### src/logic/fpg_pkg.sv
// Package for the frame pulse groups: register offsets, field layouts,
// reset values, rate and routing encodings, tick timing constants.
// Assumes a single 200 MHz core clock and byte-wide host registers.
package fpg_pkg;

	// Clock rates and the internal 16.384 MHz tick
	localparam int unsigned CORE_CLK_KHZ = 200000;
	localparam int unsigned TICK_KHZ = 16384;
	localparam int unsigned ACC_W = 16;
	localparam logic [15:0] TICK_INC = 16'((TICK_KHZ * 65536) / CORE_CLK_KHZ);
	localparam int unsigned POS_W = 11;
	localparam int unsigned NPULSE = 12;

	// Register offsets
	localparam logic [7:0] OFS_A_LOW = 8'h20;
	localparam logic [7:0] OFS_A_HI = 8'h21;
	localparam logic [7:0] OFS_B_LOW = 8'h22;
	localparam logic [7:0] OFS_B_HI = 8'h23;
	localparam logic [7:0] OFS_B_PROG = 8'h24;
	localparam logic [7:0] OFS_ROUTE = 8'h25;

	// Reset values and write mask
	localparam logic [7:0] RST_LOW = 8'h00;
	localparam logic [7:0] RST_HI = 8'h00;
	localparam logic [7:0] RST_ROUTE = 8'h00;
	localparam logic [7:0] ROUTE_WMASK = 8'hdf;
	localparam int unsigned ROUTE_RSVD_BIT = 5;

	typedef enum logic [1:0] {
		RATE_OFF,
		RATE_2M,
		RATE_4M,
		RATE_8M
	} fpg_rate_t;

	typedef enum logic [1:0] {
		ROUTE_A_PULSE,
		ROUTE_A_PROG,
		ROUTE_A_SPLIT,
		ROUTE_A_PROG_SPLIT
	} fpg_aroute_t;

	// High control register layout, bit 7 down to bit 0
	typedef struct packed {
		fpg_rate_t rate;
		logic [1:0] ptype;
		logic invert;
		logic [2:0] start_hi;
	} fpg_hi_t;

	// Routing and programmed high register layout
	typedef struct packed {
		fpg_aroute_t a_route;
		logic rsvd;
		logic b_route;
		logic [3:0] prog_hi;
	} fpg_route_t;

	// Settings that one group sequencer needs
	typedef struct packed {
		fpg_rate_t rate;
		logic [1:0] ptype;
		logic invert;
		logic [POS_W-1:0] start;
	} fpg_grp_t;

	// Log2 of one bit time in ticks: 8, 4 or 2 ticks
	function automatic logic [1:0] bit_shift(input fpg_rate_t rate);
		case (rate)
			RATE_2M: bit_shift = 2'h3;
			RATE_4M: bit_shift = 2'h2;
			default: bit_shift = 2'h1;
		endcase
	endfunction

	// Pulse width in bits: 1, 2, 8 or 16
	function automatic logic [4:0] width_bits(input logic [1:0] ptype);
		case (ptype)
			2'h0: width_bits = 5'h01;
			2'h1: width_bits = 5'h02;
			2'h2: width_bits = 5'h08;
			default: width_bits = 5'h10;
		endcase
	endfunction

endpackage

### src/logic/fpg_top.sv
// Frame pulse groups A and B with programmed output and pin routing.
// Assumes host register strobes and CT bus frame inputs are synchronous
// to CORE_CLK_I; pins resolve their level from the output enables.
`timescale 1ns/1ps

// Functional notes
// Rate 00 floats a group's pins; 01, 10, 11 pick 2, 4, 8 Mbit/s bits. Split routing enables A pins 6-11 from B's rate, not A's.
// Pulse type gives widths of one bit, two bits, one byte or two bytes.
// Polarity clear gives normal pulses and set gives inverted ones.
// The twelve outputs pulse in order, eight bit times apart.
// Two-byte pulses overlap their neighbours and nothing suppresses that.
// Start is 11 bits: three high control bits over an 8-bit low register.
// One start step is one 16.384 MHz tick, spanning a whole 125 us frame.
// The frame boundary is frame signal low while the 8 MHz clock rises.
// With zero offset the first output rises at the frame boundary.
// Programmed A is low start bits, then high start bits, then polarity.
// Programmed B is its own low register under the routing low nibble.
// A routing picks A pulses or A bits, alone or with B 0-5 on pins 6-11.
// B routing bit clear picks B pulses; set picks programmed B bits.
// Programmed outputs float at rate 00 and rate does nothing else there.
// Pulse type is ignored for programmed outputs.
// Group B has its own rate, type, polarity and start, coded alike.
// The reserved routing bit reads zero and every register reads back.
module fpg_top
	import fpg_pkg::*;
(
	// Clock and reset
	input wire logic CORE_CLK_I,
	input wire logic RST_B_I,
	// Host register port
	input wire logic [7:0] HOST_ADDR_I,
	input wire logic HOST_WR_I,
	input wire logic [7:0] HOST_WDATA_I,
	input wire logic HOST_RD_I,
	output logic [7:0] HOST_RDATA_O,
	// CT bus frame reference
	input wire logic CT_FRAME_B_I,
	input wire logic CT_C8_I,
	// Group A pins
	output logic [NPULSE-1:0] A_PIN_O,
	output logic [NPULSE-1:0] A_OE_O,
	// Group B pins
	output logic [NPULSE-1:0] B_PIN_O,
	output logic [NPULSE-1:0] B_OE_O
);

	logic [7:0] a_low_reg;
	fpg_hi_t a_hi_reg;
	logic [7:0] b_low_reg;
	fpg_hi_t b_hi_reg;
	logic [7:0] b_prog_reg;
	fpg_route_t route_reg;
	logic [7:0] rdata_reg;
	logic c8_q_reg;
	logic [ACC_W-1:0] acc_reg;
	logic [POS_W-1:0] pos_reg;
	logic [NPULSE-1:0] a_pin_reg;
	logic [NPULSE-1:0] a_oe_reg;
	logic [NPULSE-1:0] b_pin_reg;
	logic [NPULSE-1:0] b_oe_reg;

	// Host decode
	wire wr_a_low = HOST_WR_I && (HOST_ADDR_I == OFS_A_LOW);
	wire wr_a_hi = HOST_WR_I && (HOST_ADDR_I == OFS_A_HI);
	wire wr_b_low = HOST_WR_I && (HOST_ADDR_I == OFS_B_LOW);
	wire wr_b_hi = HOST_WR_I && (HOST_ADDR_I == OFS_B_HI);
	wire wr_b_prog = HOST_WR_I && (HOST_ADDR_I == OFS_B_PROG);
	wire wr_route = HOST_WR_I && (HOST_ADDR_I == OFS_ROUTE);
	logic [7:0] rd_mux;

	assign rd_mux = (HOST_ADDR_I == OFS_A_LOW) ? a_low_reg :
		(HOST_ADDR_I == OFS_A_HI) ? a_hi_reg :
		(HOST_ADDR_I == OFS_B_LOW) ? b_low_reg :
		(HOST_ADDR_I == OFS_B_HI) ? b_hi_reg :
		(HOST_ADDR_I == OFS_B_PROG) ? b_prog_reg :
		(HOST_ADDR_I == OFS_ROUTE) ? route_reg : 8'h00;

	// Frame boundary and 16.384 MHz tick
	wire boundary = !CT_FRAME_B_I && CT_C8_I && !c8_q_reg;
	logic [ACC_W:0] acc_sum;
	assign acc_sum = {1'b0, acc_reg} + {1'b0, TICK_INC};
	// Fractional divider: the tick jitters by one core cycle, far below
	// one 61 ns step
	wire tick = acc_sum[ACC_W];
	logic [ACC_W-1:0] acc_next;
	logic [POS_W-1:0] pos_next;
	assign acc_next = boundary ? '0 : acc_sum[ACC_W-1:0];
	assign pos_next = boundary ? '0 :
		(tick ? POS_W'(pos_reg + 1'b1) : pos_reg);

	// Group settings
	fpg_grp_t a_cfg;
	fpg_grp_t b_cfg;
	assign a_cfg = '{rate: a_hi_reg.rate, ptype: a_hi_reg.ptype,
		invert: a_hi_reg.invert, start: {a_hi_reg.start_hi, a_low_reg}};
	assign b_cfg = '{rate: b_hi_reg.rate, ptype: b_hi_reg.ptype,
		invert: b_hi_reg.invert, start: {b_hi_reg.start_hi, b_low_reg}};

	logic [NPULSE-1:0] a_wave;
	logic [NPULSE-1:0] b_wave;

	fpg_sequencer u_seq_a (
		.clk_i(CORE_CLK_I),
		.rst_b_i(RST_B_I),
		.cfg_i(a_cfg),
		.pos_i(pos_reg),
		.wave_o(a_wave)
	);

	fpg_sequencer u_seq_b (
		.clk_i(CORE_CLK_I),
		.rst_b_i(RST_B_I),
		.cfg_i(b_cfg),
		.pos_i(pos_reg),
		.wave_o(b_wave)
	);

	// Programmed words take no pulse type
	logic [NPULSE-1:0] a_prog;
	logic [NPULSE-1:0] b_prog;
	assign a_prog = {a_hi_reg.invert, a_hi_reg.start_hi, a_low_reg};
	assign b_prog = {route_reg.prog_hi, b_prog_reg};

	// Rate only gates the enables in programmed modes
	wire a_on = (a_hi_reg.rate != RATE_OFF);
	wire b_on = (b_hi_reg.rate != RATE_OFF);

	// Pin routing
	logic [NPULSE-1:0] a_val;
	logic [NPULSE-1:0] a_en;
	assign a_val = (route_reg.a_route == ROUTE_A_PULSE) ? a_wave :
		(route_reg.a_route == ROUTE_A_PROG) ? a_prog :
		(route_reg.a_route == ROUTE_A_SPLIT) ? {b_wave[5:0], a_wave[5:0]} :
		{b_wave[5:0], a_prog[5:0]};
	assign a_en = (route_reg.a_route[1]) ? {{6{b_on}}, {6{a_on}}} :
		{NPULSE{a_on}};
	wire [NPULSE-1:0] b_val = route_reg.b_route ? b_prog : b_wave;

	always_ff @(posedge CORE_CLK_I) begin
		if (!RST_B_I) begin
			a_low_reg <= RST_LOW;
			a_hi_reg <= RST_HI;
			b_low_reg <= RST_LOW;
			b_hi_reg <= RST_HI;
			b_prog_reg <= RST_LOW;
			route_reg <= RST_ROUTE;
		end else begin
			if (wr_a_low) begin
				a_low_reg <= HOST_WDATA_I;
			end
			if (wr_a_hi) begin
				a_hi_reg <= HOST_WDATA_I;
			end
			if (wr_b_low) begin
				b_low_reg <= HOST_WDATA_I;
			end
			if (wr_b_hi) begin
				b_hi_reg <= HOST_WDATA_I;
			end
			if (wr_b_prog) begin
				b_prog_reg <= HOST_WDATA_I;
			end
			if (wr_route) begin
				route_reg <= HOST_WDATA_I & ROUTE_WMASK;
			end
		end
	end

	always_ff @(posedge CORE_CLK_I) begin
		if (!RST_B_I) begin
			rdata_reg <= 8'h00;
		end else if (HOST_RD_I) begin
			rdata_reg <= rd_mux;
		end
	end

	always_ff @(posedge CORE_CLK_I) begin
		if (!RST_B_I) begin
			c8_q_reg <= 1'b0;
			acc_reg <= '0;
			pos_reg <= '0;
		end else begin
			c8_q_reg <= CT_C8_I;
			acc_reg <= acc_next;
			pos_reg <= pos_next;
		end
	end

	always_ff @(posedge CORE_CLK_I) begin
		if (!RST_B_I) begin
			a_pin_reg <= '0;
			a_oe_reg <= '0;
			b_pin_reg <= '0;
			b_oe_reg <= '0;
		end else begin
			a_pin_reg <= a_val;
			a_oe_reg <= a_en;
			b_pin_reg <= b_val;
			b_oe_reg <= {NPULSE{b_on}};
		end
	end

	assign HOST_RDATA_O = rdata_reg;
	assign A_PIN_O = a_pin_reg;
	assign A_OE_O = a_oe_reg;
	assign B_PIN_O = b_pin_reg;
	assign B_OE_O = b_oe_reg;

	// Checks

	// Cycles since the last tick; saturates so reset cannot fake a gap
	logic [3:0] tick_gap_reg;
	always_ff @(posedge CORE_CLK_I) begin
		if (!RST_B_I) begin
			tick_gap_reg <= 4'hf;
		end else if (tick) begin
			tick_gap_reg <= 4'h0;
		end else if (tick_gap_reg != 4'hf) begin
			tick_gap_reg <= tick_gap_reg + 4'h1;
		end
	end

	property p_a_disabled;
		@(posedge CORE_CLK_I) disable iff (!RST_B_I)
		(a_hi_reg.rate == RATE_OFF) && !route_reg.a_route[1] && !HOST_WR_I
		|=> (A_OE_O == '0);
	endproperty
	a_a_disabled: assert property (p_a_disabled)
		else $error("A pins driven while disabled");

	property p_b_disabled;
		@(posedge CORE_CLK_I) disable iff (!RST_B_I)
		(b_hi_reg.rate == RATE_OFF) |=> (B_OE_O == '0);
	endproperty
	a_b_disabled: assert property (p_b_disabled)
		else $error("B pins driven while disabled");

	property p_a_prog;
		@(posedge CORE_CLK_I) disable iff (!RST_B_I)
		(route_reg.a_route == ROUTE_A_PROG) && a_on
		|=> (A_PIN_O == $past(a_prog)) && (A_OE_O == '1);
	endproperty
	a_a_prog: assert property (p_a_prog)
		else $error("A programmed word wrong");

	property p_b_prog;
		@(posedge CORE_CLK_I) disable iff (!RST_B_I)
		route_reg.b_route && b_on
		|=> (B_PIN_O == {$past(route_reg.prog_hi), $past(b_prog_reg)});
	endproperty
	a_b_prog: assert property (p_b_prog)
		else $error("B programmed word wrong");

	property p_a_pulse;
		@(posedge CORE_CLK_I) disable iff (!RST_B_I)
		(route_reg.a_route == ROUTE_A_PULSE) |=> (A_PIN_O == $past(a_wave));
	endproperty
	a_a_pulse: assert property (p_a_pulse)
		else $error("A pins lost A pulses");

	property p_split;
		@(posedge CORE_CLK_I) disable iff (!RST_B_I)
		(route_reg.a_route == ROUTE_A_SPLIT)
		|=> (A_PIN_O[11:6] == $past(b_wave[5:0])) &&
			(A_OE_O[11:6] == {6{$past(b_on)}});
	endproperty
	a_split: assert property (p_split)
		else $error("B pulses not on A pins 6-11");

	property p_prog_split;
		@(posedge CORE_CLK_I) disable iff (!RST_B_I)
		(route_reg.a_route == ROUTE_A_PROG_SPLIT)
		|=> (A_PIN_O[5:0] == $past(a_low_reg[5:0])) &&
			(A_PIN_O[11:6] == $past(b_wave[5:0]));
	endproperty
	a_prog_split: assert property (p_prog_split)
		else $error("Programmed split routing wrong");

	property p_b_pulse;
		@(posedge CORE_CLK_I) disable iff (!RST_B_I)
		!route_reg.b_route |=> (B_PIN_O == $past(b_wave));
	endproperty
	a_b_pulse: assert property (p_b_pulse)
		else $error("B pins lost B pulses");

	property p_boundary;
		@(posedge CORE_CLK_I) disable iff (!RST_B_I)
		boundary |=> (pos_reg == '0) ##1 (pos_reg <= POS_W'(1));
	endproperty
	a_boundary: assert property (p_boundary)
		else $error("Frame position not restarted");

	property p_tick_gap;
		@(posedge CORE_CLK_I) disable iff (!RST_B_I)
		tick |-> (tick_gap_reg >= 4'hb);
	endproperty
	a_tick_gap: assert property (p_tick_gap)
		else $error("Tick faster than 16.384 MHz");

	property p_pos_hold;
		@(posedge CORE_CLK_I) disable iff (!RST_B_I)
		!tick && !boundary |=> $stable(pos_reg);
	endproperty
	a_pos_hold: assert property (p_pos_hold)
		else $error("Frame position moved without a tick");

	property p_rsvd;
		@(posedge CORE_CLK_I) disable iff (!RST_B_I)
		HOST_RD_I && (HOST_ADDR_I == OFS_ROUTE)
		|=> (HOST_RDATA_O[ROUTE_RSVD_BIT] == 1'b0);
	endproperty
	a_rsvd: assert property (p_rsvd)
		else $error("Reserved routing bit reads one");

	property p_unmapped;
		@(posedge CORE_CLK_I) disable iff (!RST_B_I)
		HOST_RD_I && ((HOST_ADDR_I < OFS_A_LOW) || (HOST_ADDR_I > OFS_ROUTE))
		|=> (HOST_RDATA_O == 8'h00);
	endproperty
	a_unmapped: assert property (p_unmapped)
		else $error("Unmapped address reads nonzero");

	property p_read_prog;
		@(posedge CORE_CLK_I) disable iff (!RST_B_I)
		HOST_RD_I && (HOST_ADDR_I == OFS_B_PROG)
		|=> (HOST_RDATA_O == $past(b_prog_reg));
	endproperty
	a_read_prog: assert property (p_read_prog)
		else $error("B programmed low register misread");

	property p_zero_offset;
		@(posedge CORE_CLK_I) disable iff (!RST_B_I)
		boundary && a_on && (a_cfg.start == '0) && !HOST_WR_I
		|-> ##2 (a_wave[0] == !$past(a_hi_reg.invert, 2));
	endproperty
	a_zero_offset: assert property (p_zero_offset)
		else $error("First pulse not at boundary");

	c_prog_a: cover property (@(posedge CORE_CLK_I) disable iff (!RST_B_I)
		(route_reg.a_route == ROUTE_A_PROG) && a_on);
	c_overlap: cover property (@(posedge CORE_CLK_I) disable iff (!RST_B_I)
		a_wave[0] && a_wave[1] && !a_hi_reg.invert);
	c_last_pulse: cover property (@(posedge CORE_CLK_I) disable iff (!RST_B_I)
		b_wave[11] && b_on && !b_hi_reg.invert);
	c_boundary: cover property (@(posedge CORE_CLK_I) disable iff (!RST_B_I)
		boundary);

endmodule

### src/logic/fpg_sequencer.sv
// One framing group sequencer: twelve pulses in order after a start offset.
// Assumes the frame position counts 16.384 MHz ticks from the boundary.
`timescale 1ns/1ps
module fpg_sequencer
	import fpg_pkg::*;
(
	// Clock and reset
	input wire logic clk_i,
	input wire logic rst_b_i,
	// Settings and frame position
	input wire fpg_grp_t cfg_i,
	input wire logic [POS_W-1:0] pos_i,
	// Pulse train, polarity applied
	output logic [NPULSE-1:0] wave_o
);

	logic [POS_W-1:0] rel;
	logic [1:0] sh;
	logic [11:0] wid;
	logic [NPULSE-1:0] active;
	logic [NPULSE-1:0] wave_reg;

	assign rel = pos_i - cfg_i.start;
	assign sh = bit_shift(cfg_i.rate);
	assign wid = 12'({7'h00, width_bits(cfg_i.ptype)} << sh);

	genvar k;
	generate
		for (k = 0; k < NPULSE; k++) begin : g_pulse
			logic [11:0] base;
			// Eight bit times between pulse starts
			// Shift sum is widened so the 2 Mbit/s case does not wrap
			assign base = 12'(k << ({1'b0, sh} + 3'h3));
			// Windows are tested independently, so wide pulses overlap
			assign active[k] = ({1'b0, rel} >= base) &&
				({1'b0, rel} < 12'(base + wid));
		end
	endgenerate

	always_ff @(posedge clk_i) begin
		if (!rst_b_i) begin
			wave_reg <= '0;
		end else begin
			wave_reg <= active ^ {NPULSE{cfg_i.invert}};
		end
	end

	assign wave_o = wave_reg;

endmodule

### config.mk
export PLATFORM = sky130hd
export DESIGN_NAME = fpg_top
export DESIGN_NICKNAME = d
export VERILOG_FILES = /design/src/logic/fpg_pkg.sv /design/src/logic/fpg_top.sv /design/src/logic/fpg_sequencer.sv
export SDC_FILE = /design/constraint.sdc
export NUM_CORES = 1
export LEC_CHECK = 0
export BUFFER_PORTS_ARGS = -buffer_cell sky130_fd_sc_hd__buf_2
export CELL_PAD_IN_SITES_DETAIL_PLACEMENT = 0
export CELL_PAD_IN_SITES_GLOBAL_PLACEMENT = 1
export CORE_MARGIN = 4
export CORE_UTILIZATION = 50
export CTS_BUF_LIST = sky130_fd_sc_hd__clkbuf_8
export CTS_CLUSTER_DIAMETER = 120
export DETAILED_ROUTE_END_ITERATION = 8
export PLACE_DENSITY_LB_ADDON = 0.1
export RECOVER_POWER = 50
export SYNTH_ARGS = -nofsm -noshare
export SYNTH_HDL_FRONTEND = slang
export SYNTH_SLANG_ARGS = --single-unit
### constraint.sdc
create_clock -name CORE_CLK_I -period 10.59 [get_ports CORE_CLK_I]
set_input_delay 1.059 -clock CORE_CLK_I [delete_from_list [all_inputs] [get_ports CORE_CLK_I]]
set_output_delay 1.059 -clock CORE_CLK_I [all_outputs]
set_load 0.01 [all_outputs]
# After elaboration in Yosys (flattened, before gate mapping)
# Index checks and enable logic that the tools add are counted.
# W data, S select, Z words.
# totals
regBits,144
in_bits,22
output_inout_bits,56
# op_classes
addsub,30
n_lt_le_gt_ge,48
eq_ne,16
shift,26
muxes,15
bitwise_logic,3
reduce_logical,40
# ops
op,count
$add A12 B12 Y12,24
$ge A11 B12 Y1,24
$lt A11 B12 Y1,24
$shl A3 B3 Y12 const A,8
$shl A4 B3 Y12 const A,8
$eq A8 B6 Y1 const B,6
$mux W12,4
$mux W8,6
$shl A1 B3 Y12 const A,4
$shl A2 B3 Y12 const A,4
$logic_and A1 B1 Y1,32
$pmux W5 S3,2
$shl A5 B2 Y12,2
$xor A12 B12 Y12,2
$sub A11 B11 Y11,2
$add A16 B13 Y17 const B,1
$add A11 B1 Y11 const B,1
$eq A2 B1 Y1 const B,5
$eq A2 B2 Y1 const B,5
$pmux W2 S2,2
$add A2 B2 Y3 const B,2
$logic_not A2 Y1,3
$mux W6,1
$reduce_bool A2 Y1,2
3 further kinds,4

# Longest topological paths before layout
# Gate-level depths: netlist of the first run.
# logic_depth
ltp_word,8
depth_mapped,24
mapped_depth_nobuf,22

# By module
# Synthesis of the first run repeated with hierarchy kept, for this count alone.
# unflattened
hier_cells,2168
hier_area_um2,17677.0
# modules_own_cells
mod,n_inst,cells_per_inst,area_per_inst_um2
fpg_sequencer (u_seq_a),1,839,6571.3
fpg_sequencer (u_seq_b),1,807,6361.1
fpg_top,1,522,4744.6

# Least setup slack after synthesis of the first run
# OpenSTA, ideal clock, no wires.
# synth_path
path_type,register to register
from,"reg b_hi_reg, in the netlist b_cfg[14]"
to,"reg u_seq_b.wave_reg[11], in the netlist u_seq_b.wave_o[11]"
setup_time_ns,0.072
arrival_time_ns,4.671
slack_ns,5.847
path_stages_with_launch,22
n_path_buf,2
synth_period_minus_slack_ns,4.743
path_cell_list,dfxtp_1 inv_1 ha_1 buf_4 nor3b_1 a21oi_1 mux2i_1 ha_1 clkbuf_1 a21oi_1 nand2_1 nand2_1 nand2_1 a31o_2 xnor2_1 ha_1 and3_1 nand3_1 o21ai_0 a21o_1 a221oi_1 mux2i_1
# synth_via
elab_chain_len,8
word_cells_on_any_way,11
cone_classes,2 x add/sub; 2 x order compare; 2 x eq/ne; 2 x shift; 1 x mux; 1 x bitwise; 1 x reduce/logical
# synth_lines
element,line,source
"start, declared",fpg_top.sv:50,fpg_hi_t b_hi_reg;
"start signal, assigned",fpg_top.sv:144,b_hi_reg <= RST_HI;
"start signal, assigned",fpg_top.sv:158,b_hi_reg <= HOST_WDATA_I;
$eq A2 B2 Y1 / $eq A2 B1 Y1 (equally long branches),fpg_pkg.sv:69,case (rate)
$pmux W2 S2 *,fpg_pkg.sv:69,
$add A2 B2 Y3,fpg_sequencer.sv:33,"assign base = 12'(k << ({1'b0, sh} + 3'h3));"
$shl A4 B3 Y12,fpg_sequencer.sv:33,
$add A12 B12 Y12,fpg_sequencer.sv:36,"({1'b0, rel} < 12'(base + wid));"
$lt A11 B12 Y1,fpg_sequencer.sv:36,
$logic_and A1 B1 Y1 *,fpg_sequencer.sv:35,"assign active[k] = ({1'b0, rel} >= base) &&"
$xor A12 B12 Y12 *,fpg_sequencer.sv:44,wave_reg <= active ^ {NPULSE{cfg_i.invert}};
"end signal, assigned",fpg_sequencer.sv:44,
"end, declared",fpg_sequencer.sv:21,logic [NPULSE-1:0] wave_reg;
# Mark *: on every way between the ends. The rest lies on a longest branch, timed or not.
# A chain may end at the register's enable or synchronous reset.

# Worst setup path in the final report of the first run
# layout_path
from,"reg a_hi_reg, in the netlist a_cfg[14]"
to,"reg u_seq_a.wave_reg[2], in the netlist u_seq_a.wave_o[2]"
# layout_via
elab_chain_len,8
word_cells_on_any_way,11
cone_classes,2 x add/sub; 2 x order compare; 2 x eq/ne; 2 x shift; 1 x mux; 1 x bitwise; 1 x reduce/logical
# layout_lines
element,line,source
"start, declared",fpg_top.sv:48,fpg_hi_t a_hi_reg;
"start signal, assigned",fpg_top.sv:142,a_hi_reg <= RST_HI;
"start signal, assigned",fpg_top.sv:152,a_hi_reg <= HOST_WDATA_I;
$eq A2 B2 Y1 / $eq A2 B1 Y1 (equally long branches),fpg_pkg.sv:69,
$pmux W2 S2 *,fpg_pkg.sv:69,
$add A2 B2 Y3,fpg_sequencer.sv:33,
$shl A2 B3 Y12,fpg_sequencer.sv:33,
$add A12 B12 Y12,fpg_sequencer.sv:36,
$lt A11 B12 Y1,fpg_sequencer.sv:36,
$logic_and A1 B1 Y1 *,fpg_sequencer.sv:35,
$xor A12 B12 Y12 *,fpg_sequencer.sv:44,
"end signal, assigned",fpg_sequencer.sv:44,
"end, declared",fpg_sequencer.sv:21,
# Marked as above.

==> impl_metrics.json, run 1 <==
{
  "cts_made_buffers": 17,
  "clock_sinks": 131,
  "tightestPinTransition_ns": 3.71,
  "cellLeakagePower_nw": 8.51,
  "dpl_worst_slack_ns": 4.93,
  "post_layout_nonfiller_instances": 2678,
  "cap_violations": 1,
  "synth_top_family_by_area": "adder cells",
  "grt_first_pass_wirelength_mm": 90.4,
  "timing.critical_path.from_type": "register",
  "synth_edf_count": 0,
  "totalPowerFinal_mw": 1.05,
  "layout.cells.most_common": "sky130_fd_sc_hd__ha_1",
  "cts.repair_timing.setup_buffer_count": 0,
  "initial_utilization_pct": 51.2,
  "area_delta_synth_final_pct": 6.86,
  "async_flop_share_pct": 0,
  "clkLatencyLatePin_ns": 0.46,
  "fp.dieH_um": 194,
  "cts_resized": 0,
  "slowest_stage": "sky130_fd_sc_hd__mux2i_1",
  "ir_drop_uv": 108,
  "initial_antenna_violation_count": 0,
  "synth_top_flop_cell": "sky130_fd_sc_hd__dfxtp_1",
  "violated_checks": "max-capacitance violations, max-slew violations",
  "slew_violations": 81,
  "setup_ws_ns": 4.77,
  "synth-xor-area-share_pct": 7.76,
  "die-area_mm2": 0.0378,
  "holdBufCountCts": 0,
  "critical_path_peak_fanout": 33,
  "final.setup_skew_ns": 0.0139,
  "gr-total-overflow": 0,
  "timing.critical_path.required_ns": 10.93,
  "synth_cell_types": 88,
  "die_width_um": 194,
  "groute.usage.overall_pct": 29.6,
  "crit_top_cell": "sky130_fd_sc_hd__ha_1",
  "switching_share_pct": 29.1,
  "grt_max_degree": 81,
  "drt-wirelength-per-cell_um": 21.6,
  "fin_worst_hold_slack_ns": 0.466,
  "clkPwrFrac_pct": 39.7,
  "dp_cells": 2646,
  "tritoncts": "built",
  "rsz0062_at_grt": "false",
  "layout.cells.most_common_list": "sky130_fd_sc_hd__ha_1, sky130_fd_sc_hd__nor2_1, sky130_fd_sc_hd__a21oi_1",
  "placementRows": 67,
  "adder_cell_share_of_the_synthesized_area_pct": 28.2,
  "setup_viol": 0,
  "hp-class": "reg2reg",
  "crit_path_max_incr_delay_ns": 0.74,
  "synth.yosys.seq_area_share_pct": 15.1,
  "initialDrtViolationCount": 1136,
  "drive_above_1_share_pct": 6.41,
  "run_status": "complete, but fails checks",
  "critical_path_arrival_ns": 6.15,
  "largest_register_ff_count": 13,
  "core_mm2": 0.0339,
  "combinationalPowerShare_pct": 11.2,
  "htreeDepth": 4,
  "worstSetupEndpointType": "register",
  "power.density_cell_area_mw_per_mm2": 56.5,
  "reg_clk_slew_reported_paths_ns": 0.09,
  "synth_compound_area_share_pct": 22.7,
  "syn_area_mm2": 0.0174,
  "finalWirelength_mm": 57.8,
  "dpl.hpwl_mm": 44.6,
  "first_global_vias": 15900,
  "path_class": "reg2reg",
  "post_synthesis_simple_gate_area_fraction_pct": 15.3,
  "max_freq_ghz": 0.172,
  "synth.ff_latch_count": 131,
  "cell_internal_pwr_uw": 742,
  "switching_power_uw": 305,
  "ctsLongestPathBuffers": 2,
  "syn_area_per_cell_um2": 8.05,
  "io_buffer_count": 77,
  "final-hold-violation-count": 0,
  "cts_root_buf": "sky130_fd_sc_hd__clkbuf_8",
  "timing.final.crit_share_pct": 54.9,
  "design.final.nets": 2617,
  "vias": 16300,
  "antenna_diode_count": 0,
  "period_needed_ns": 5.82,
  "post_detailed_route_count_of_antenna_violating_nets": 0,
  "ports_placed_on_the_boundary": 78,
  "cp_cell_sequence": "inv_1, ha_1, buf_4, nand2b_1, inv_2, a21oi_1, mux2i_1, ha_1, a21o_1, a21oi_1, o22ai_1, xnor2_1, ha_1, nand2_1, nor2_1, a211oi_1, o21ai_0, and3_1, a2111oi_0, o31ai_1, mux2i_1",
  "drt_first_pass_iters": 5,
  "gp_congestion": 0.950,
  "fin_tns_setup_ns": 0,
  "maxSlewHeadroom_pct": -148,
  "yosys_warnings": 0,
  "synthMuxAreaShare_pct": 5.72,
  "synth_cells": 2156,
  "drc_errors": 0,
  "seqPwrFrac_pct": 49.1,
  "vias_per_cell": 6.09
}
==> kinds of logic after synthesis <==
group | after synthesis
other cells | 2
flops | 131
simple gates | 557
mux | 99
compound gates | 615
xor+xnor | 153
buf+inv | 208
fa+ha+maj | 391
==> synthesized netlist by cell type (16+ instances only) <==
master / n / area (um2)
sky130_fd_sc_hd__nor3_1: 45 / 225
sky130_fd_sc_hd__nand2_1: 132 / 495
sky130_fd_sc_hd__mux2i_1: 98 / 981
sky130_fd_sc_hd__nand3_1: 34 / 170
sky130_fd_sc_hd__buf_4: 27 / 203
sky130_fd_sc_hd__xnor2_1: 108 / 946
sky130_fd_sc_hd__a211oi_1: 40 / 300
sky130_fd_sc_hd__dfxtp_1: 131 / 2620
sky130_fd_sc_hd__clkbuf_1: 45 / 169
sky130_fd_sc_hd__a21oi_1: 196 / 981
sky130_fd_sc_hd__o211ai_1: 19 / 143
sky130_fd_sc_hd__a31oi_1: 23 / 144
sky130_fd_sc_hd__xor2_1: 44 / 385
sky130_fd_sc_hd__nor2b_1: 18 / 113
sky130_fd_sc_hd__inv_1: 113 / 424
sky130_fd_sc_hd__or3_1: 19 / 119
sky130_fd_sc_hd__nor2_1: 202 / 758
sky130_fd_sc_hd__o21bai_1: 16 / 120
sky130_fd_sc_hd__o21ai_0: 132 / 661
sky130_fd_sc_hd__o21a_1: 28 / 210
sky130_fd_sc_hd__nand2b_1: 22 / 138
sky130_fd_sc_hd__ha_1: 374 / 4680
sky130_fd_sc_hd__a21o_1: 43 / 323
==> power by group through the flow <==
| stage | Sequential [mW] | Clock, mW | Combinational [mW] |
|---|---|---|---|
| finish | 0.514 | 0.416 | 0.118 |
| global route | 0.516 | 0.444 | 0.131 |
| CTS | 0.514 | 0.420 | 0.118 |
| detailed placement | 0.526 | 0 | 0.117 |
| global placement | 0.525 | 0 | 0.115 |
| floorplan | 0.524 | 0 | 0.0781 |
==> metal layers <==
metal  up-vias  part of all wire [%]  global-route usage [%]
met5         -                     0                       0
met4         0                   3.2                    9.19
met3       102                   5.8                    4.85
met2       463                    47                    49.9
met1      7752                    44                    39.0
li1       7984                     -                       -
==> per-stage QoR <==
stage               instance area (um2)  utilization (%)
finish                            18500             54.8
detailed placement                18200             53.9
global route                      18500             54.8
floorplan                         17400                -
CTS                               18600             55.0
global placement                  18200             53.9
==> final cells by class <==
cell class	instances	area, um2
clock buffers	18	248
clock inverters	14	129
fillers	3336	15300
inverters	119	447
multi-input cells	1841	14000
flip-flops and latches	131	2620
well taps	448	561
repair buffers	107	542
==> worst max-delay path: cells and delay by family (launching register included) <==
family,cells,cell delay (ns)
muxes,2,0.89
and+or+nand+nor,4,0.70
xor gates and xnor gates,1,0.14
buffers and inverters,3,0.69
adders and majority gates,3,1.12
AOI/OAI and AO/OA,8,1.76
DFF,1,0.39
==> path summary, 6_finish.rpt <==
check	from	to	slack, ns	depth (start not counted)
worst max-delay path	a_cfg[14]	u_seq_a.wave_o[2]	4.77	21
worst max register to register	a_cfg[14]	u_seq_a.wave_o[2]	4.77	21
worst min-delay path	u_seq_a.wave_o[3]	A_PIN_O[3]	0.47	2
worst min register to register	u_seq_a.wave_o[3]	A_PIN_O[3]	0.47	2
No activity file was read; power rests on OpenSTA's default activity.
==> inputs of run 2 (changes only) <==
--- a/config.mk
+++ b/config.mk
@@ -9,7 +9,7 @@
 export CELL_PAD_IN_SITES_DETAIL_PLACEMENT = 0
 export CELL_PAD_IN_SITES_GLOBAL_PLACEMENT = 1
 export CORE_MARGIN = 4
-export CORE_UTILIZATION = 50
+export CORE_UTILIZATION = 49
 export CTS_BUF_LIST = sky130_fd_sc_hd__clkbuf_8
 export CTS_CLUSTER_DIAMETER = 120
 export DETAILED_ROUTE_END_ITERATION = 8
==> constraint.sdc (replaced) <==
create_clock -name CORE_CLK_I -period 5.7 [get_ports CORE_CLK_I]
set_input_delay 0.57 -clock CORE_CLK_I [delete_from_list [all_inputs] [get_ports CORE_CLK_I]]
set_output_delay 0.57 -clock CORE_CLK_I [all_outputs]
set_load 0.01 [all_outputs]
==> impl_metrics.json, run 2 (synthesis results as in run 1) <==
{
  "run_status": "complete, but fails checks",
  "violated_checks": "max-capacitance violations, max-slew violations",
  "totalPowerFinal_mw": 1.93,
  "ir_drop_uv": 174,
  "fin_tns_setup_ns": 0,
  "largest_register_ff_count": 13,
  "grt.met2_usage_pct": 50.8,
  "dpl-instance-area_mm2": 0.0185,
  "dpl_worst_slack_ns": 0.705,
  "dpl.hpwl_mm": 47.3,
  "ctsLongestPathBuffers": 2,
  "cts_root_buf": "sky130_fd_sc_hd__clkbuf_8",
  "worstSetupStartpoint": "b_cfg[14]",
  "initialDrtViolationCount": 1306,
  "tritoncts": "built",
  "cap_violations": 1,
  "period_needed_ns": 4.98,
  "first_global_vias": 16000,
  "drive_above_1_share_pct": 7.30,
  "tightestPinTransition_ns": 3.49,
  "path_class": "reg2reg",
  "postLayoutCellArea_mm2": 0.0188,
  "core_mm2": 0.0347,
  "cts_made_buffers": 17,
  "fp.dieH_um": 196,
  "placementRows": 68,
  "postLayoutCoreUtil_pct": 54.0,
  "antenna_diode_count": 0,
  "design.final.nets": 2647,
  "initial_antenna_violation_count": 0,
  "rsz0062_at_grt": "false",
  "setup_viol": 0,
  "drc_errors": 0,
  "io_buffer_count": 77,
  "drt-wirelength-per-cell_um": 22.0,
  "timing.final.crit_share_pct": 87.4,
  "setup_ws_ns": 0.720,
  "cp_cell_sequence": "inv_1, ha_1, buf_4, nor3b_1, a21oi_1, o22ai_2, ha_1, inv_1, nor4_1, o21a_1, o21ai_0, a21oi_1, xnor2_1, ha_1, a2111oi_0, o21ai_0, a31oi_1, o311ai_1, mux2i_1",
  "vias": 16400,
  "groute.usage.overall_pct": 30.3,
  "clock_sinks": 131,
  "crit_path_max_incr_delay_ns": 0.50,
  "dp_cells": 2683,
  "max_freq_ghz": 0.201,
  "vias_per_cell": 6.06,
  "worstSetupEndpointType": "register",
  "maxSlewHeadroom_pct": -132,
  "crit_top_cell": "sky130_fd_sc_hd__ha_1",
  "die-area_mm2": 0.0385,
  "die_width_um": 196,
  "power.density_cell_area_mw_per_mm2": 103,
  "area_delta_synth_final_pct": 8.06,
  "grt_util_met3_pct": 3.68,
  "drt_first_pass_iters": 5,
  "ports_placed_on_the_boundary": 78,
  "worst_path_dominant_cell_family": "compound AO/OA/AOI/OAI gates",
  "grt_first_pass_wirelength_mm": 92.1,
  "fin_worst_hold_slack_ns": 0.346,
  "clkLatencyLatePin_ns": 0.46,
  "holdBufCountCts": 0,
  "slew_violations": 77,
  "timing.critical_path.required_ns": 6.03,
  "global_route.usage.met1_pct": 38.8,
  "post_layout_nonfiller_instances": 2714,
  "gr-total-overflow": 0,
  "final-hold-violation-count": 0,
  "top_usage_layer": "met2",
  "cts.repair_timing.setup_buffer_count": 0,
  "critical_path_arrival_ns": 5.31,
  "grt_max_degree": 77,
  "worst_hold_startpoint": "CT_C8_I",
  "post_detailed_route_count_of_antenna_violating_nets": 0,
  "critical_path_peak_fanout": 14,
  "layout.cells.most_common_list": "sky130_fd_sc_hd__ha_1, sky130_fd_sc_hd__nor2_1, sky130_fd_sc_hd__a21oi_1",
  "initial_utilization_pct": 50.0,
  "slowest_stage": "sky130_fd_sc_hd__ha_1",
  "htreeDepth": 4,
  "final.setup_skew_ns": 0.0106,
  "critical_path.n_buffers_inverters": 3,
  "reg_clk_slew_reported_paths_ns": 0.08,
  "cellLeakagePower_nw": 8.63,
  "finalWirelength_mm": 59.8,
  "timing.critical_path.from_type": "register",
  "gp_congestion": 0.945,
  "cts_resized": 0,
  "layout.cells.most_common": "sky130_fd_sc_hd__ha_1",
  "crit-reg2reg-launch": "b_cfg[14]",
  "hp-class": "in2reg"
}
-- run 2: final cells by class --
| class | instances | area (um2) |
|---|---|---|
| Inverter | 119 | 447 |
| Multi-Input combinational cell | 1841 | 14000 |
| Sequential cell | 131 | 2620 |
| Clock inverter | 13 | 111 |
| Tap cell | 455 | 569 |
| Timing Repair Buffer | 137 | 758 |
| Fill cell | 3382 | 16000 |
| Clock buffer | 18 | 248 |
-- run 2: worst paths after layout --
check                                         end  slack [ns]  depth (start not counted)
worst min-delay path                     c8_q_reg        0.35                          3
worst min register to register         acc_reg[3]        0.47                          1
worst max register to register  u_seq_b.wave_o[1]        0.72                         19
worst max-delay path            u_seq_b.wave_o[1]        0.72                         19
-- run 2: worst min-delay path, stage by stage --
cell and delay [ns]:
sky130_fd_sc_hd__buf_2 0.07, sky130_fd_sc_hd__inv_1 0.05, sky130_fd_sc_hd__nor2_1 0.08
-- run 2: per-layer routing --
layer,share of wire [%],wire length [um]
met1,44,26100
met2,47,27900
met3,4.3,2540
met4,5.4,3240
met5,0,0
-- run 2: report_power, final --
part	internal [mW]	total, mW	switching, mW
clock	0.352	0.755	0.404
sequential	0.937	0.956	0.0189
combinational	0.0824	0.218	0.136
==> inputs of run 3 (changes only) <==
==> constraint.sdc (replaced) <==
create_clock -name CORE_CLK_I -period 5.7 [get_ports CORE_CLK_I]
set_input_delay 0.57 -clock CORE_CLK_I [delete_from_list [all_inputs] [get_ports CORE_CLK_I]]
set_output_delay 0.57 -clock CORE_CLK_I [all_outputs]
set_load 0.05 [all_outputs]
==> impl_metrics.json, run 3 (synthesis results as in run 1) <==
{
  "ir_drop_uv": 174,
  "timing.critical_path.from_type": "register",
  "drt-wirelength-per-cell_um": 22.1,
  "gp_congestion": 0.945,
  "post_detailed_route_count_of_antenna_violating_nets": 0,
  "layout.cells.most_common_list": "sky130_fd_sc_hd__ha_1, sky130_fd_sc_hd__nor2_1, sky130_fd_sc_hd__a21oi_1",
  "dpl.hpwl_mm": 47.3,
  "grt_max_degree": 77,
  "fp.dieH_um": 196,
  "vias": 16400,
  "final.setup_skew_ns": 0.0105,
  "rsz0062_at_grt": "false",
  "slew_violations": 77,
  "cap_violations": 1,
  "initial_utilization_pct": 50.0,
  "worst-r2r-setup-slack_ns": 0.73,
  "critical_path_arrival_ns": 5.33,
  "reg_clk_slew_reported_paths_ns": 0.08,
  "cellLeakagePower_nw": 8.67,
  "design.final.nets": 2647,
  "gr-total-overflow": 0,
  "antenna_diode_count": 0,
  "layout.cells.most_common": "sky130_fd_sc_hd__ha_1",
  "ctsLongestPathBuffers": 2,
  "io_buffer_count": 77,
  "initialDrtViolationCount": 1298,
  "vias_per_cell": 6.05,
  "drc_errors": 0,
  "timing.final.crit_share_pct": 87.3,
  "clock_sinks": 131,
  "maxSlewHeadroom_pct": -134,
  "grt_first_pass_wirelength_mm": 92.1,
  "period_needed_ns": 4.97,
  "largest_register_ff_count": 13,
  "die_width_um": 196,
  "ports_placed_on_the_boundary": 78,
  "final-hold-violation-count": 0,
  "clkLatencyLatePin_ns": 0.46,
  "placementRows": 68,
  "htreeDepth": 4,
  "power.density_cell_area_mw_per_mm2": 104,
  "dpl_worst_slack_ns": 0.705,
  "setup_viol": 0,
  "groute.usage.overall_pct": 30.3,
  "finalWirelength_mm": 59.8,
  "max_freq_ghz": 0.201,
  "die-area_mm2": 0.0385,
  "critical_path_peak_fanout": 12,
  "cts.repair_timing.setup_buffer_count": 0,
  "area_delta_synth_final_pct": 8.12,
  "tightestPinTransition_ns": 3.51,
  "initial_antenna_violation_count": 0,
  "fin_tns_setup_ns": 0,
  "setup_ws_ns": 0.726,
  "timing.critical_path.required_ns": 6.05,
  "cts_made_buffers": 17,
  "first_global_vias": 16000,
  "core_mm2": 0.0347,
  "drt_first_pass_iters": 5,
  "violated_checks": "max-capacitance violations, max-slew violations",
  "hp-class": "in2reg",
  "tritoncts": "built",
  "path_class": "reg2reg",
  "holdBufCountCts": 0,
  "run_status": "complete, but fails checks",
  "cts_root_buf": "sky130_fd_sc_hd__clkbuf_8",
  "drive_above_1_share_pct": 7.70,
  "cts_resized": 0,
  "worstSetupEndpointType": "register"
}
-- run 3: worst max-delay path, cell delays in order, from the launching register on --
cell	delay, ns
sky130_fd_sc_hd__dfxtp_1	0.35
sky130_fd_sc_hd__inv_1	0.13
sky130_fd_sc_hd__ha_1	0.41
sky130_fd_sc_hd__buf_4	0.24
sky130_fd_sc_hd__nand2b_1	0.09
sky130_fd_sc_hd__inv_2	0.22
sky130_fd_sc_hd__a21oi_1	0.14
sky130_fd_sc_hd__o22ai_1	0.19
sky130_fd_sc_hd__buf_4	0.24
sky130_fd_sc_hd__ha_1	0.41
sky130_fd_sc_hd__a31oi_1	0.31
sky130_fd_sc_hd__nor2b_1	0.10
sky130_fd_sc_hd__o21ai_0	0.25
sky130_fd_sc_hd__nand2_1	0.08
sky130_fd_sc_hd__a31o_2	0.27
sky130_fd_sc_hd__xnor2_1	0.13
sky130_fd_sc_hd__ha_1	0.30
sky130_fd_sc_hd__a21oi_1	0.13
sky130_fd_sc_hd__o21ai_0	0.10
sky130_fd_sc_hd__o211ai_1	0.18
sky130_fd_sc_hd__nand2_1	0.11
sky130_fd_sc_hd__or3_1	0.35
sky130_fd_sc_hd__a21oi_1	0.14
-- run 3: worst paths after layout --
kind | cells after the start | start | endpoint
max | 22 | a_cfg[14] | u_seq_a.wave_o[11]
min | 3 | CT_C8_I | c8_q_reg
max reg2reg | 22 | a_cfg[14] | u_seq_a.wave_o[11]
min reg2reg | 1 | acc_reg[3] | acc_reg[3]
-- run 3: metal layers --
metal	routed length [um]	GRT usage, %	up-vias
met4	3080	14.1	0
met3	2690	3.68	139
met2	28100	50.8	481
met5	0	0	-
li1	-	-	7994
met1	26000	38.8	7801
-- run 3: report_power, final --
group | switching, mW | internal (mW) | leakage (nW) | total [mW]
Sequential | 0.0189 | 0.937 | 1.06 | 0.956
Clock | 0.405 | 0.352 | 0.182 | 0.756
Combinational | 0.151 | 0.0823 | 7.43 | 0.233
-- run 3: per-stage QoR --
step | power, mW | std cells | utilization [%] | hold WS [ns] | instance area (um2)
after floorplan | 1.13 | 2180 | - | 0.427 | 17400
after global placement | 1.21 | 2683 | 53.2 | 0.447 | 18500
after detailed placement | 1.21 | 2683 | 53.2 | 0.457 | 18500
after CTS | 1.96 | 2714 | 54.3 | 0.323 | 18800
after global routing | 2.03 | 2714 | 54.1 | 0.340 | 18800
final | 1.95 | 2714 | 54.1 | 0.343 | 18800
-- run 3: cell type report --
class / instances / area [um2]
clock inverters: 13 / 111
fillers: 3381 / 15900
clock buffers: 18 / 248
inverters: 119 / 447
repair buffers: 137 / 769
multi-input cells: 1841 / 14000
well taps: 455 / 569
flip-flops and latches: 131 / 2620
